[src/verilog/cie_cfg.svh]
`ifndef CIE_CFG_SVH
`define CIE_CFG_SVH
// Status flag bit positions
`define CIE_BIT_I 7
`define CIE_BIT_T 6
`define CIE_BIT_H 5
`define CIE_BIT_S 4
`define CIE_BIT_V 3
`define CIE_BIT_N 2
`define CIE_BIT_Z 1
`define CIE_BIT_C 0
// Reset value of the flag register
`define CIE_FLAGS_RST 8'h00
// Cycle counts for entry, sleep extra and return
`define CIE_ENTRY_CYC 4
`define CIE_WAKE_CYC 4
`define CIE_RET_CYC 4
// Stack pointer change per return address
`define CIE_SP_STEP 2
`endif

[src/verilog/cie_pkg.sv]
package cie_pkg;
    // Sequencer states, one-hot
    typedef enum logic [3:0] {
        CIE_RUN = 4'h1,
        CIE_WAKE = 4'h2,
        CIE_ENTRY = 4'h4,
        CIE_RET = 4'h8
    } cie_state_t;

    // ALU flag result handed in by the execute stage
    typedef struct packed {
        logic h;
        logic v;
        logic n;
        logic z;
        logic c;
    } cie_alu_flags_t;

    // Instruction stream controls seen by this block
    typedef struct packed {
        logic boundary;
        logic sei;
        logic clear_irq_enable_op;
        logic return_from_irq_op;
        logic store_bit_to_copy_op;
        logic bst_val;
        logic alu_upd;
        logic flag_wr;
    } cie_ctl_t;
endpackage : cie_pkg
[src/verilog/cie_irq_entry.sv]
`include "cie_cfg.svh"
// How it works
// - Serve only when local and global enable
// - Boot lock bits may block by PC
// - Lower vector index wins, reset first
// - Vector select moves table to boot start
// - Entry clears global enable, return sets
// - Hardware clears served flag on vectoring
// - Writing one clears a flag
// - Disabled events stay latched until served
// - Level sources request only while present
// - One main instruction after return
// - Clear-enable blocks even same-cycle requests
// - Instruction after set-enable runs first
// - Entry takes four cycles pushing PC
// - Wait for multi-cycle instruction end
// - Wake from sleep adds four cycles
// - Return four cycles, pop PC, SP+2
// - ALU operations update status flags
// - Bit 7 is global enable
// - Bit 6 is bit copy store
// - Sign bit equals N xor V
// - H5 V3 N2 Z1 C0 flag layout
// - Entry push lowers SP by two
module cie_irq_entry #(
    parameter int NSRC = 8,
    parameter int PCW = 13,
    parameter int SPW = 11,
    parameter logic [PCW-1:0] BOOT_START = 13'h1c00,
    parameter logic [PCW-1:0] VEC_STEP = 13'h0002
) (
    input wire logic clock,
    input wire logic rst,
    input wire logic [NSRC-1:0] flag_event,
    input wire logic [NSRC-1:0] level_req,
    input wire logic [NSRC-1:0] src_is_level,
    input wire logic [NSRC-1:0] src_enable,
    input wire logic [NSRC-1:0] flag_clear_wr,
    input wire logic vector_table_select,
    input wire logic reset_vector_fuse,
    input wire logic app_section_lock_bit,
    input wire logic boot_section_lock_bit,
    input wire logic asleep,
    input wire cie_pkg::cie_ctl_t ctl,
    input wire cie_pkg::cie_alu_flags_t alu_flags,
    input wire logic [7:0] flag_wr_data,
    input wire logic [PCW-1:0] cur_pc,
    input wire logic [PCW-1:0] ret_pc,
    input wire logic [SPW-1:0] sp_in,
    output logic [7:0] cpu_flag_register,
    output logic [NSRC-1:0] flag_pending,
    output logic take_irq,
    output logic seq_busy,
    output logic push_pc,
    output logic pop_pc,
    output logic [PCW-1:0] vector_pc,
    output logic vector_go,
    output logic [SPW-1:0] sp_out,
    output logic sp_load,
    output logic [PCW-1:0] reset_pc
);
    cie_pkg::cie_state_t state_q, state_d;
    logic [7:0] flags_q, flags_d;
    logic [NSRC-1:0] pend_q, pend_d;
    logic [2:0] cnt_q, cnt_d;
    logic hold_q, hold_d;
    logic [$clog2(NSRC+1)-1:0] win_q, win_d;
    logic [PCW-1:0] vec_q;
    logic vgo_q, push_q, pop_q, spl_q, take_q;
    logic [SPW-1:0] sp_q;
    logic [PCW-1:0] rpc_q;
    logic busy_q;

    // Requests: latched flags or live levels, each gated by its own enable
    wire [NSRC-1:0] raw_req;
    wire [NSRC-1:0] en_req;
    // Per-source request terms; each slice is independent, so the loop keeps
    // one source's selection and gating together
    for (genvar g = 0; g < NSRC; g++) begin : g_src
        // Level sources live
        // A level source never latches, so a vanished condition leaves no trace
        assign raw_req[g] = src_is_level[g] ? level_req[g] : pend_q[g];
        assign en_req[g] = raw_req[g] & src_enable[g];
    end

    // Boot protection: suppress while PC sits in the locked section
    // The lock only looks at where the code runs and where the table lives;
    // pending flags stay latched while blocked, so nothing is lost
    wire in_boot;
    wire lock_block;
    assign in_boot = cur_pc >= BOOT_START;
    assign lock_block = (app_section_lock_bit & ~in_boot & vector_table_select)
        | (boot_section_lock_bit & in_boot & ~vector_table_select);

    // Fixed priority search, lowest index found last wins
    // Walking down from the top keeps the loop free of early exits, which
    // gives a plain priority chain rather than a break-driven one
    logic [$clog2(NSRC+1)-1:0] sel;
    logic any_req;
    always_comb begin
        sel = '0;
        any_req = 1'b0;
        for (int i = NSRC - 1; i >= 0; i--) begin
            if (en_req[i]) begin
                sel = ($clog2(NSRC+1))'(i);
                any_req = 1'b1;
            end
        end
    end

    // Take decision: clear-enable wins over a request in the same cycle
    // The live clear strobe is looked at, not only the stored enable bit,
    // because the stored bit would still read one during that cycle
    wire can_take;
    assign can_take = (state_q == cie_pkg::CIE_RUN) & any_req & ~lock_block
        & flags_q[`CIE_BIT_I] & ~ctl.clear_irq_enable_op & ~hold_q & ctl.boundary;

    // Vector address, index 0 is reset so sources start at one
    // The address is rebuilt every cycle from the held winner, so a change
    // of the table select during entry moves the fetch as well
    wire [PCW-1:0] vec_base;
    wire [PCW-1:0] vec_addr;
    assign vec_base = vector_table_select ? BOOT_START : '0;
    assign vec_addr = vec_base + PCW'(({1'b0, win_q} + 1) * VEC_STEP);

    // Sequencer next state
    // Run waits for a take or a return; sleep adds its own count before the
    // entry count; the hold bit makes the first boundary after a return or
    // a set-enable pass without a take, so one main instruction runs
    always_comb begin
        state_d = state_q;
        cnt_d = cnt_q;
        win_d = win_q;
        hold_d = hold_q;
        if (ctl.boundary && state_q == cie_pkg::CIE_RUN) begin
            hold_d = 1'b0;
        end
        case (state_q)
            cie_pkg::CIE_RUN: begin
                if (can_take) begin
                    win_d = sel;
                    state_d = asleep ? cie_pkg::CIE_WAKE : cie_pkg::CIE_ENTRY;
                    cnt_d = asleep ? 3'(`CIE_WAKE_CYC - 1) : 3'(`CIE_ENTRY_CYC - 1);
                end else if (ctl.return_from_irq_op && ctl.boundary) begin
                    state_d = cie_pkg::CIE_RET;
                    cnt_d = 3'(`CIE_RET_CYC - 1);
                end
                if (ctl.sei && ctl.boundary) begin
                    hold_d = 1'b1;
                end
            end
            cie_pkg::CIE_WAKE: begin
                cnt_d = cnt_q - 3'h1;
                if (cnt_q == 3'h0) begin
                    state_d = cie_pkg::CIE_ENTRY;
                    cnt_d = 3'(`CIE_ENTRY_CYC - 1);
                end
            end
            cie_pkg::CIE_ENTRY: begin
                cnt_d = cnt_q - 3'h1;
                if (cnt_q == 3'h0) begin
                    state_d = cie_pkg::CIE_RUN;
                end
            end
            cie_pkg::CIE_RET: begin
                cnt_d = cnt_q - 3'h1;
                if (cnt_q == 3'h0) begin
                    state_d = cie_pkg::CIE_RUN;
                    hold_d = 1'b1;
                end
            end
            default: begin
                state_d = cie_pkg::CIE_RUN;
            end
        endcase
    end

    // Pending flags: a new event beats both software and hardware clears
    wire [NSRC-1:0] served_clr;
    assign served_clr = can_take ? (NSRC'(1) << sel) & ~src_is_level : '0;
    assign pend_d = (pend_q & ~flag_clear_wr & ~served_clr) | flag_event;

    // Status register; handlers save it themselves, nothing is stacked
    // Later writes in this process override earlier ones: hardware entry and
    // return win over a software write of the enable bit in the same cycle
    wire entry_end;
    wire ret_end;
    assign entry_end = state_q == cie_pkg::CIE_ENTRY && cnt_q == 3'h0;
    assign ret_end = state_q == cie_pkg::CIE_RET && cnt_q == 3'h0;
    always_comb begin
        flags_d = flags_q;
        if (ctl.flag_wr) begin
            flags_d = flag_wr_data;
        end
        if (ctl.alu_upd) begin
            flags_d[`CIE_BIT_H] = alu_flags.h;
            flags_d[`CIE_BIT_V] = alu_flags.v;
            flags_d[`CIE_BIT_N] = alu_flags.n;
            flags_d[`CIE_BIT_Z] = alu_flags.z;
            flags_d[`CIE_BIT_C] = alu_flags.c;
        end
        if (ctl.store_bit_to_copy_op) begin
            flags_d[`CIE_BIT_T] = ctl.bst_val;
        end
        if (ctl.sei) begin
            flags_d[`CIE_BIT_I] = 1'b1;
        end
        if (ctl.clear_irq_enable_op) begin
            flags_d[`CIE_BIT_I] = 1'b0;
        end
        if (can_take) begin
            flags_d[`CIE_BIT_I] = 1'b0;
        end
        if (ret_end) begin
            flags_d[`CIE_BIT_I] = 1'b1;
        end
        flags_d[`CIE_BIT_S] = flags_d[`CIE_BIT_N] ^ flags_d[`CIE_BIT_V];
    end

    // State and flag registers
    always_ff @(posedge clock or posedge rst) begin
        if (rst) begin
            state_q <= cie_pkg::CIE_RUN;
            cnt_q <= 3'h0;
            win_q <= '0;
            hold_q <= 1'b0;
            pend_q <= '0;
            flags_q <= `CIE_FLAGS_RST;
        end else begin
            state_q <= state_d;
            cnt_q <= cnt_d;
            win_q <= win_d;
            hold_q <= hold_d;
            pend_q <= pend_d;
            flags_q <= flags_d;
        end
    end

    // Stack pointer: entry lowers by two, return raises by two
    wire first_entry;
    wire [SPW-1:0] sp_next;
    wire [SPW-1:0] sp_pushed;
    wire [SPW-1:0] sp_popped;
    // The core only loads sp_out with sp_load, so the pointer need not be
    // kept here; computing both steps each cycle keeps the register short
    assign first_entry = state_q == cie_pkg::CIE_ENTRY && cnt_q == 3'(`CIE_ENTRY_CYC - 1);
    assign sp_pushed = sp_in - SPW'(`CIE_SP_STEP);
    assign sp_popped = sp_in + SPW'(`CIE_SP_STEP);
    assign sp_next = first_entry ? sp_pushed : sp_popped;

    // Registered outputs toward the core sequencer
    // Every pulse leaves one cycle after the state that causes it, so the
    // core sees clean flop outputs and no decode glitches
    always_ff @(posedge clock or posedge rst) begin
        if (rst) begin
            busy_q <= 1'b0;
            take_q <= 1'b0;
            push_q <= 1'b0;
            pop_q <= 1'b0;
            spl_q <= 1'b0;
            sp_q <= '0;
            vgo_q <= 1'b0;
            vec_q <= '0;
            rpc_q <= '0;
        end else begin
            busy_q <= state_d != cie_pkg::CIE_RUN;
            take_q <= can_take;
            push_q <= first_entry;
            pop_q <= state_q == cie_pkg::CIE_RET && cnt_q == 3'(`CIE_RET_CYC - 1);
            spl_q <= first_entry | (state_q == cie_pkg::CIE_RET && cnt_q == 3'(`CIE_RET_CYC - 1));
            sp_q <= sp_next;
            vgo_q <= entry_end;
            vec_q <= vec_addr;
            rpc_q <= reset_vector_fuse ? BOOT_START : '0;
        end
    end

    // Ret_pc is captured by the core on pop; kept visible for the sequencer
    wire unused_ok;
    assign unused_ok = ^ret_pc;

    assign cpu_flag_register = flags_q;
    assign flag_pending = pend_q;
    assign take_irq = take_q;
    // Busy mirrors the state register, held in its own flop
    assign seq_busy = busy_q;
    assign push_pc = push_q;
    assign pop_pc = pop_q;
    assign vector_pc = vec_q;
    assign vector_go = vgo_q;
    assign sp_out = sp_q;
    assign sp_load = spl_q;
    assign reset_pc = rpc_q;
endmodule : cie_irq_entry

[config.mk]
export PLATFORM = sky130hd
export DESIGN_NAME = cie_irq_entry
export DESIGN_NICKNAME = d
export VERILOG_FILES = /design/src/verilog/cie_pkg.sv /design/src/verilog/cie_irq_entry.sv
export VERILOG_INCLUDE_DIRS = /design/src /design/src/verilog
export SDC_FILE = /design/constraint.sdc
export NUM_CORES = 1
export LEC_CHECK = 0
export ABC_AREA = 1
export CORE_MARGIN = 2
export CORE_UTILIZATION = 55
export DETAILED_ROUTE_END_ITERATION = 10
export DONT_BUFFER_PORTS = 1
export PLACE_DENSITY = 0.7
export SLEW_MARGIN = 30
export SYNTH_ARGS = -nofsm -noshare
export SYNTH_HDL_FRONTEND = slang
export SYNTH_SLANG_ARGS = --single-unit
[constraint.sdc]
create_clock -name clock -period 2.7 [get_ports clock]
set_input_delay 0.27 -clock clock [delete_from_list [all_inputs] [get_ports clock]]
set_output_delay 0.27 -clock clock [all_outputs]
set_load 0.005 [all_outputs]
==> impl_results.md, run 1 <==
- Residual DRC: 0
- Vias per cell: 5.044
- Startpoint types: flop
- N_diodes: 0
- Final-report hold violation count: 0
- Final RePlAce weighted congestion: 0.8477
- Slew Limit Headroom: 0.5926
- Max Cap Viol: 0
- Layout cells sized above 1: 0.08136
- Crit Path Max Fanout: 4
- First-pass DRT Iterations: 5
- Fmax: 417.2 MHz
- IO buf count: 0
- Routed wire length per instance: 12.39 microns
- Setup WS pre-CTS: 0.3283 ns
- Commonest non-fill, non-tap cell in the layout: nand2_1
- Antenna violations before repair: 0
- Reg clk slew, reported paths: 0.10 ns
- Post-route minimum period: 2.397 ns
- DRT iter0 DRCs: 92
- CP cell instances: nor2_1 > nand3_1 > nor3_4 > inv_1 > fa_1 > o21ai_0 > nand4_1 > o211ai_1 > xor2_1
- Worst-margin pin slew: 0.6111 ns
- DRT antenna net count: 0
- Maximum VDD drop: 431.4 uV
- Syn_area_per_cell: 7.849 sq um
- Syn-to-layout area delta: 5.598%
- Final worst-path cycle share: 0.8878
- Yosys cell types: 36
- Setup CP Type: flop to flop
- Via count: 2,275
- Worst-Skew Late Latency: 0.31 ns
- Sequential standard cell area: 0.001252 sq mm
- Die extent in x: 76.96 microns
- Core area: 0.005107 sq mm
- Final setup viols: 0
- CTS Hold Bufs: 4
- RSZ-0062 raised after global routing: false
- Initial core utilization: 0.5732
- CP Capture Type: flop
- Die area: 0.005923 sq mm
- Slew Limit Fails: 0
- CTS Sinks: 50
- Multi-input logic area: 0.001334 sq mm
- Pwr/cell area: 638.1 mW/mm^2
- Max clock buf depth: 2
- Post-CTS setup buffer count: 0
- Status: finished clean
- Final WS setup: 0.3030 ns
- Register bit total from synthesis: 50
- Largest net degree at the start of global routing: 51
- H-tree Lvls: 2
- WL final: 5.590 mm
- Die height: 76.96 microns
- Clk Tree Root Cell: clkbuf_8
- Final setup skew: 0.01115 ns
- CP max stage delay: 0.41 ns
- Crit path DAT: 2.63 ns
- Number of global-route vias before repair: 2,224
- Syn. warnings: 0
- Remaining global-route overflow: 0
- Layout filler cell count: 486
- Critical-path top delay cell: fa_1
- Hold/Removal Path Class: input port to flop
- Ports: 164
- GR Util All Layers: 0.1997
- Synth Instances: 373
- Post-synthesis cell area: 0.002928 sq mm
- Req. time, crit path: 2.93 ns
- Cts repair resizes: 0
- Leakage power: 1.695 nW
- CTS tree: done
- Setup TNS: 0 ns
- # nets final: 498
- Row cnt: 26
- CTS buffer count: 5
- Sequential share of the synthesized area: 0.4278
- Commonest non-fill, non-tap cells in the layout: 87 x nand2_1, 61 x inv_1, 49 x dfrtp_1
- Hpwl dp: 4.502 mm
- First-pass GRT wire length: 9.556 mm
[cell usage after synthesis]
library cell	count	area (sq um)
inv_2	3	11.26
xnor2_1	5	43.79
buf_4	20	150.1
o21a_1	1	7.510
o311ai_0	1	8.760
ha_1	12	150.1
nor2_2	2	12.51
o21ai_0	7	35.03
nor2_1	42	157.7
o31ai_1	2	15.01
a21oi_1	13	65.06
a31o_2	1	8.760
or2_2	1	6.260
nand2_4	1	11.26
dfrtp_1	49	1226
clkbuf_1	1	3.750
nand3_1	24	120.1
nand2_1	87	326.6
a21oi_4	1	16.27
nor3_4	1	16.27
o22ai_1	1	6.260
nand4_1	8	50.05
inv_1	62	232.7
fa_1	1	20.02
nor3_1	3	15.01
o211ai_1	2	15.01
nand3_2	3	30.03
nand2_2	3	18.77
o21ai_2	1	8.760
dfstp_2	1	26.28
a21o_1	1	7.510
nor2_4	2	22.52
nand3b_1	1	7.510
xor2_1	7	61.31
conb_1	1	3.750
o21ai_1	2	10.01
[registers in the layout (all words and copies together) (netlist names), 3 cells and up]
register	cells
win_q	3
cnt_q	3
sp_out	11
state_q	4
vector_pc	5
cpu_flag_register	8
flag_pending	8
[worst max-delay path: cells and delay by family, from the launching register on]
kind / cells / cell delay [ns]
flip-flops: 1 / 0.39
adder cells (fa/ha/maj): 1 / 0.41
buffers and inverters: 1 / 0.08
AO/OA/AOI/OAI: 2 / 0.51
XOR/XNOR: 1 / 0.16
AND/OR/NAND/NOR: 4 / 0.76
[metal layers]
layer  routed length (microns)  track usage
met5                         0            0
met4                        95      0.06727
met3                       312      0.05176
met2                      2912       0.3579
met1                      2269       0.2308
[final timing paths]
check / cells after the start / to / slack (ns) / from
setup / recovery: 9 / sp_out[9]$_DFF_PP0_ / 0.30 / state_q[1]$_DFF_PP0_
hold / removal: 2 / flag_pending[6]$_DFF_PP0_ / 0.05 / flag_event[6]
setup reg to reg: 9 / sp_out[9]$_DFF_PP0_ / 0.30 / state_q[1]$_DFF_PP0_
hold reg to reg: 1 / vector_pc[1]$_DFF_PP0_ / 0.49 / win_q[0]$_DFFE_PP0P_
max in group asynchronous: 2 / sp_out[8]$_DFF_PP0_ / 1.77 / rst
min in group asynchronous: 2 / sp_out[4]$_DFF_PP0_ / 0.51 / rst
[where the power goes]
group	total (mW)	internal [mW]	switching, mW
logic	0.444	0.160	0.283
clock network	0.547	0.283	0.264
registers	0.982	0.887	0.0948
total	1.97	1.33	0.642
[stage by stage]
stage / area (sq um) / total power [mW] / util / hold WS (ns) / instances
after floorplan: 2984 / 1.363 / - / 0.3014 / 388
after global placement: 2933 / 1.425 / 0.5742 / 0.3015 / 439
after detailed placement: 2935 / 1.439 / 0.5747 / 0.2691 / 439
after CTS: 3092 / 1.997 / 0.6053 / 0.03936 / 451
after global routing: 3092 / 2.104 / 0.6053 / 0.04363 / 451
final: 3092 / 1.973 / 0.6053 / 0.04902 / 451
[cell families after synthesis]
kind of cell / after synthesis / share of synthesized area
simple gates: 178 / 0.2714
buf+inv: 86 / 0.1359
flops: 50 / 0.4278
compound gates: 33 / 0.06966
fa+ha+maj: 13 / 0.05812
xor+xnor: 12 / 0.03590
other cells: 1 / 0.001281
[layout make-up]
cell class / count / area share
multi-input combinational: 252 / 0.4314
sequential: 50 / 0.4051
inverter: 65 / 0.07972
tap: 70 / 0.02833
clock buffer: 5 / 0.02226
timing repair buffer: 6 / 0.01781
clock inverter: 3 / 0.01538
Power figures use the tool's default switching activity.
==> inputs of run 2 (changes only) <==
==> constraint.sdc (replaced) <==
create_clock -name clock -period 2.9 [get_ports clock]
set_input_delay 0.29 -clock clock [delete_from_list [all_inputs] [get_ports clock]]
set_output_delay 0.29 -clock clock [all_outputs]
set_load 0.005 [all_outputs]
==> run 2 against run 1 <==
Effect of this change:
- sequential share of layout area grew 0.099 points
- power shrank 6.5%
- routed wire length grew 1.7%
- sequential cell count is the same
- critical path depth is the same
- sequential power shrank 6.8%
- clock skew shrank 0.0036 ns
- final area shrank 0.24%
- worst setup slack gained 0.097 ns
==> impl_results.md, run 2 (synthesis gave the netlist of run 1 again) <==
- Die extent in x: 76.96 microns
- Status: finished clean
- Final setup viols: 0
- Startpoint types: flop
- CP Capture Type: flop
- Worst-margin pin slew: 0.6054 ns
- Hold/Removal Path Class: input port to flop
- Leakage power: 1.690 nW
- Syn-to-layout area delta: 5.342%
- Core area: 0.005107 sq mm
- DRT antenna net count: 0
- Final WS setup: 0.4000 ns
- Ports: 164
- Final worst-path cycle share: 0.8621
- Util after Layout: 0.6039
- Number of global-route vias before repair: 2,232
- Routed wire length per instance: 12.63 microns
- Max clock buf depth: 2
- H-tree Lvls: 2
- Via count: 2,260
- Residual DRC: 0
- Crit path DAT: 2.74 ns
- Die height: 76.96 microns
- CTS tree: done
- Post-route minimum period: 2.500 ns
- Row cnt: 26
- Commonest non-fill, non-tap cells in the layout: 87 x nand2_1, 61 x inv_1, 49 x dfrtp_1
- # nets final: 497
- N_diodes: 0
- Clk Tree Root Cell: clkbuf_8
- First-pass DRT Iterations: 4
- Slew Limit Headroom: 0.5964
- Reg clk slew, reported paths: 0.10 ns
- Final RePlAce weighted congestion: 0.8682
- Req. time, crit path: 3.14 ns
- CTS Sinks: 50
- Die area: 0.005923 sq mm
- Setup WS pre-CTS: 0.4113 ns
- Maximum VDD drop: 283.8 uV
- Hpwl dp: 4.511 mm
- RSZ-0062 raised after global routing: false
- DRT iter0 DRCs: 93
- Crit Path Max Fanout: 7
- Largest net degree at the start of global routing: 51
- Antenna violations before repair: 0
- Final setup skew: 0.007519 ns
- Layout filler cell count: 476
- Remaining global-route overflow: 0
- Pwr/cell area: 597.9 mW/mm^2
- Commonest non-fill, non-tap cell in the layout: nand2_1
- Post-CTS setup buffer count: 0
- IO buf count: 0
- Fmax: 400.0 MHz
- Final-report hold violation count: 0
- CTS buffer count: 5
- Worst-Skew Late Latency: 0.31 ns
- Setup CP Type: flop to flop
- Slew Limit Fails: 0
- Vias per cell: 5.022
- First-pass GRT wire length: 9.632 mm
- Initial core utilization: 0.5732
- Max Cap Viol: 0
- Layout cells sized above 1: 0.07895
- GR Util All Layers: 0.2024
- WL final: 5.685 mm
- Setup TNS: 0 ns
- Max reg flops: 11
==> run 2: changes by cell type in the layout (fill, tap and decap cells not counted) <==
cell | previous run | this run
buf_4 | 2 | 1
clkinv_4 | 0 | 1
inv_6 | 2 | 1
==> run 2: where the power goes <==
| group | internal [mW] | leakage [nW] | switching, mW |
|---|---|---|---|
| clock | 0.262 | 0.0587 | 0.247 |
| sequential | 0.826 | 0.598 | 0.0891 |
| combinational | 0.150 | 1.03 | 0.270 |
==> run 2: metal layers <==
metal | GRT usage | up-vias | part of all wire
met1 | 0.2133 | 1054 | 0.40
met4 | 0.08364 | 0 | 0.021
met2 | 0.3675 | 57 | 0.52
li1 | - | 1138 | -
met3 | 0.06706 | 11 | 0.060
met5 | 0 | - | 0
==> run 2: through the flow <==
step / hold slack [ns] / total power [mW] / std cells / cell area [sq um]
floorplan: 0.3214 / 1.269 / 388 / 2984
global placement: 0.3215 / 1.326 / 438 / 2925
detailed placement: 0.2922 / 1.347 / 438 / 2928
CTS: 0.05775 / 1.868 / 450 / 3084
global route: 0.05070 / 1.962 / 450 / 3084
finish: 0.07020 / 1.844 / 450 / 3084
==> run 2: final timing paths <==
check	startpoint	to	slack (ns)	cells past startpoint
setup / recovery	state_q[1]$_DFF_PP0_	sp_out[9]$_DFF_PP0_	0.40	9
hold / removal	flag_event[6]	flag_pending[6]$_DFF_PP0_	0.07	2
setup reg to reg	state_q[1]$_DFF_PP0_	sp_out[9]$_DFF_PP0_	0.40	9
hold reg to reg	win_q[0]$_DFFE_PP0P_	vector_pc[1]$_DFF_PP0_	0.49	1
max in group asynchronous	rst	sp_out[8]$_DFF_PP0_	1.96	2
min in group asynchronous	rst	sp_out[4]$_DFF_PP0_	0.54	2
==> run 2: area by class of cell <==
class / instances / area [sq um] / area share
Multi-Input combinational cell: 252 / 1334 / 0.4325
Sequential cell: 50 / 1252 / 0.4061
Inverter: 65 / 246.5 / 0.07992
Tap cell: 70 / 87.58 / 0.02840
Clock buffer: 5 / 68.82 / 0.02231
Clock inverter: 3 / 47.55 / 0.01542
Timing Repair Buffer: 5 / 47.55 / 0.01542
==> run 2: critical path, stage by stage (launching register included) <==
cell and delay (ns):
dfrtp_1 0.39, nor2_1 0.19, nand3_1 0.22, nor3_4 0.33
inv_1 0.10, fa_1 0.40, o21ai_0 0.35, nand4_1 0.15
o211ai_1 0.14, xor2_1 0.16
==> run 2: timing repair <==
item	CTS	global route
endpoints found under the hold margin	52	0
gates resized for setup	0	0
hold buffers	4	0
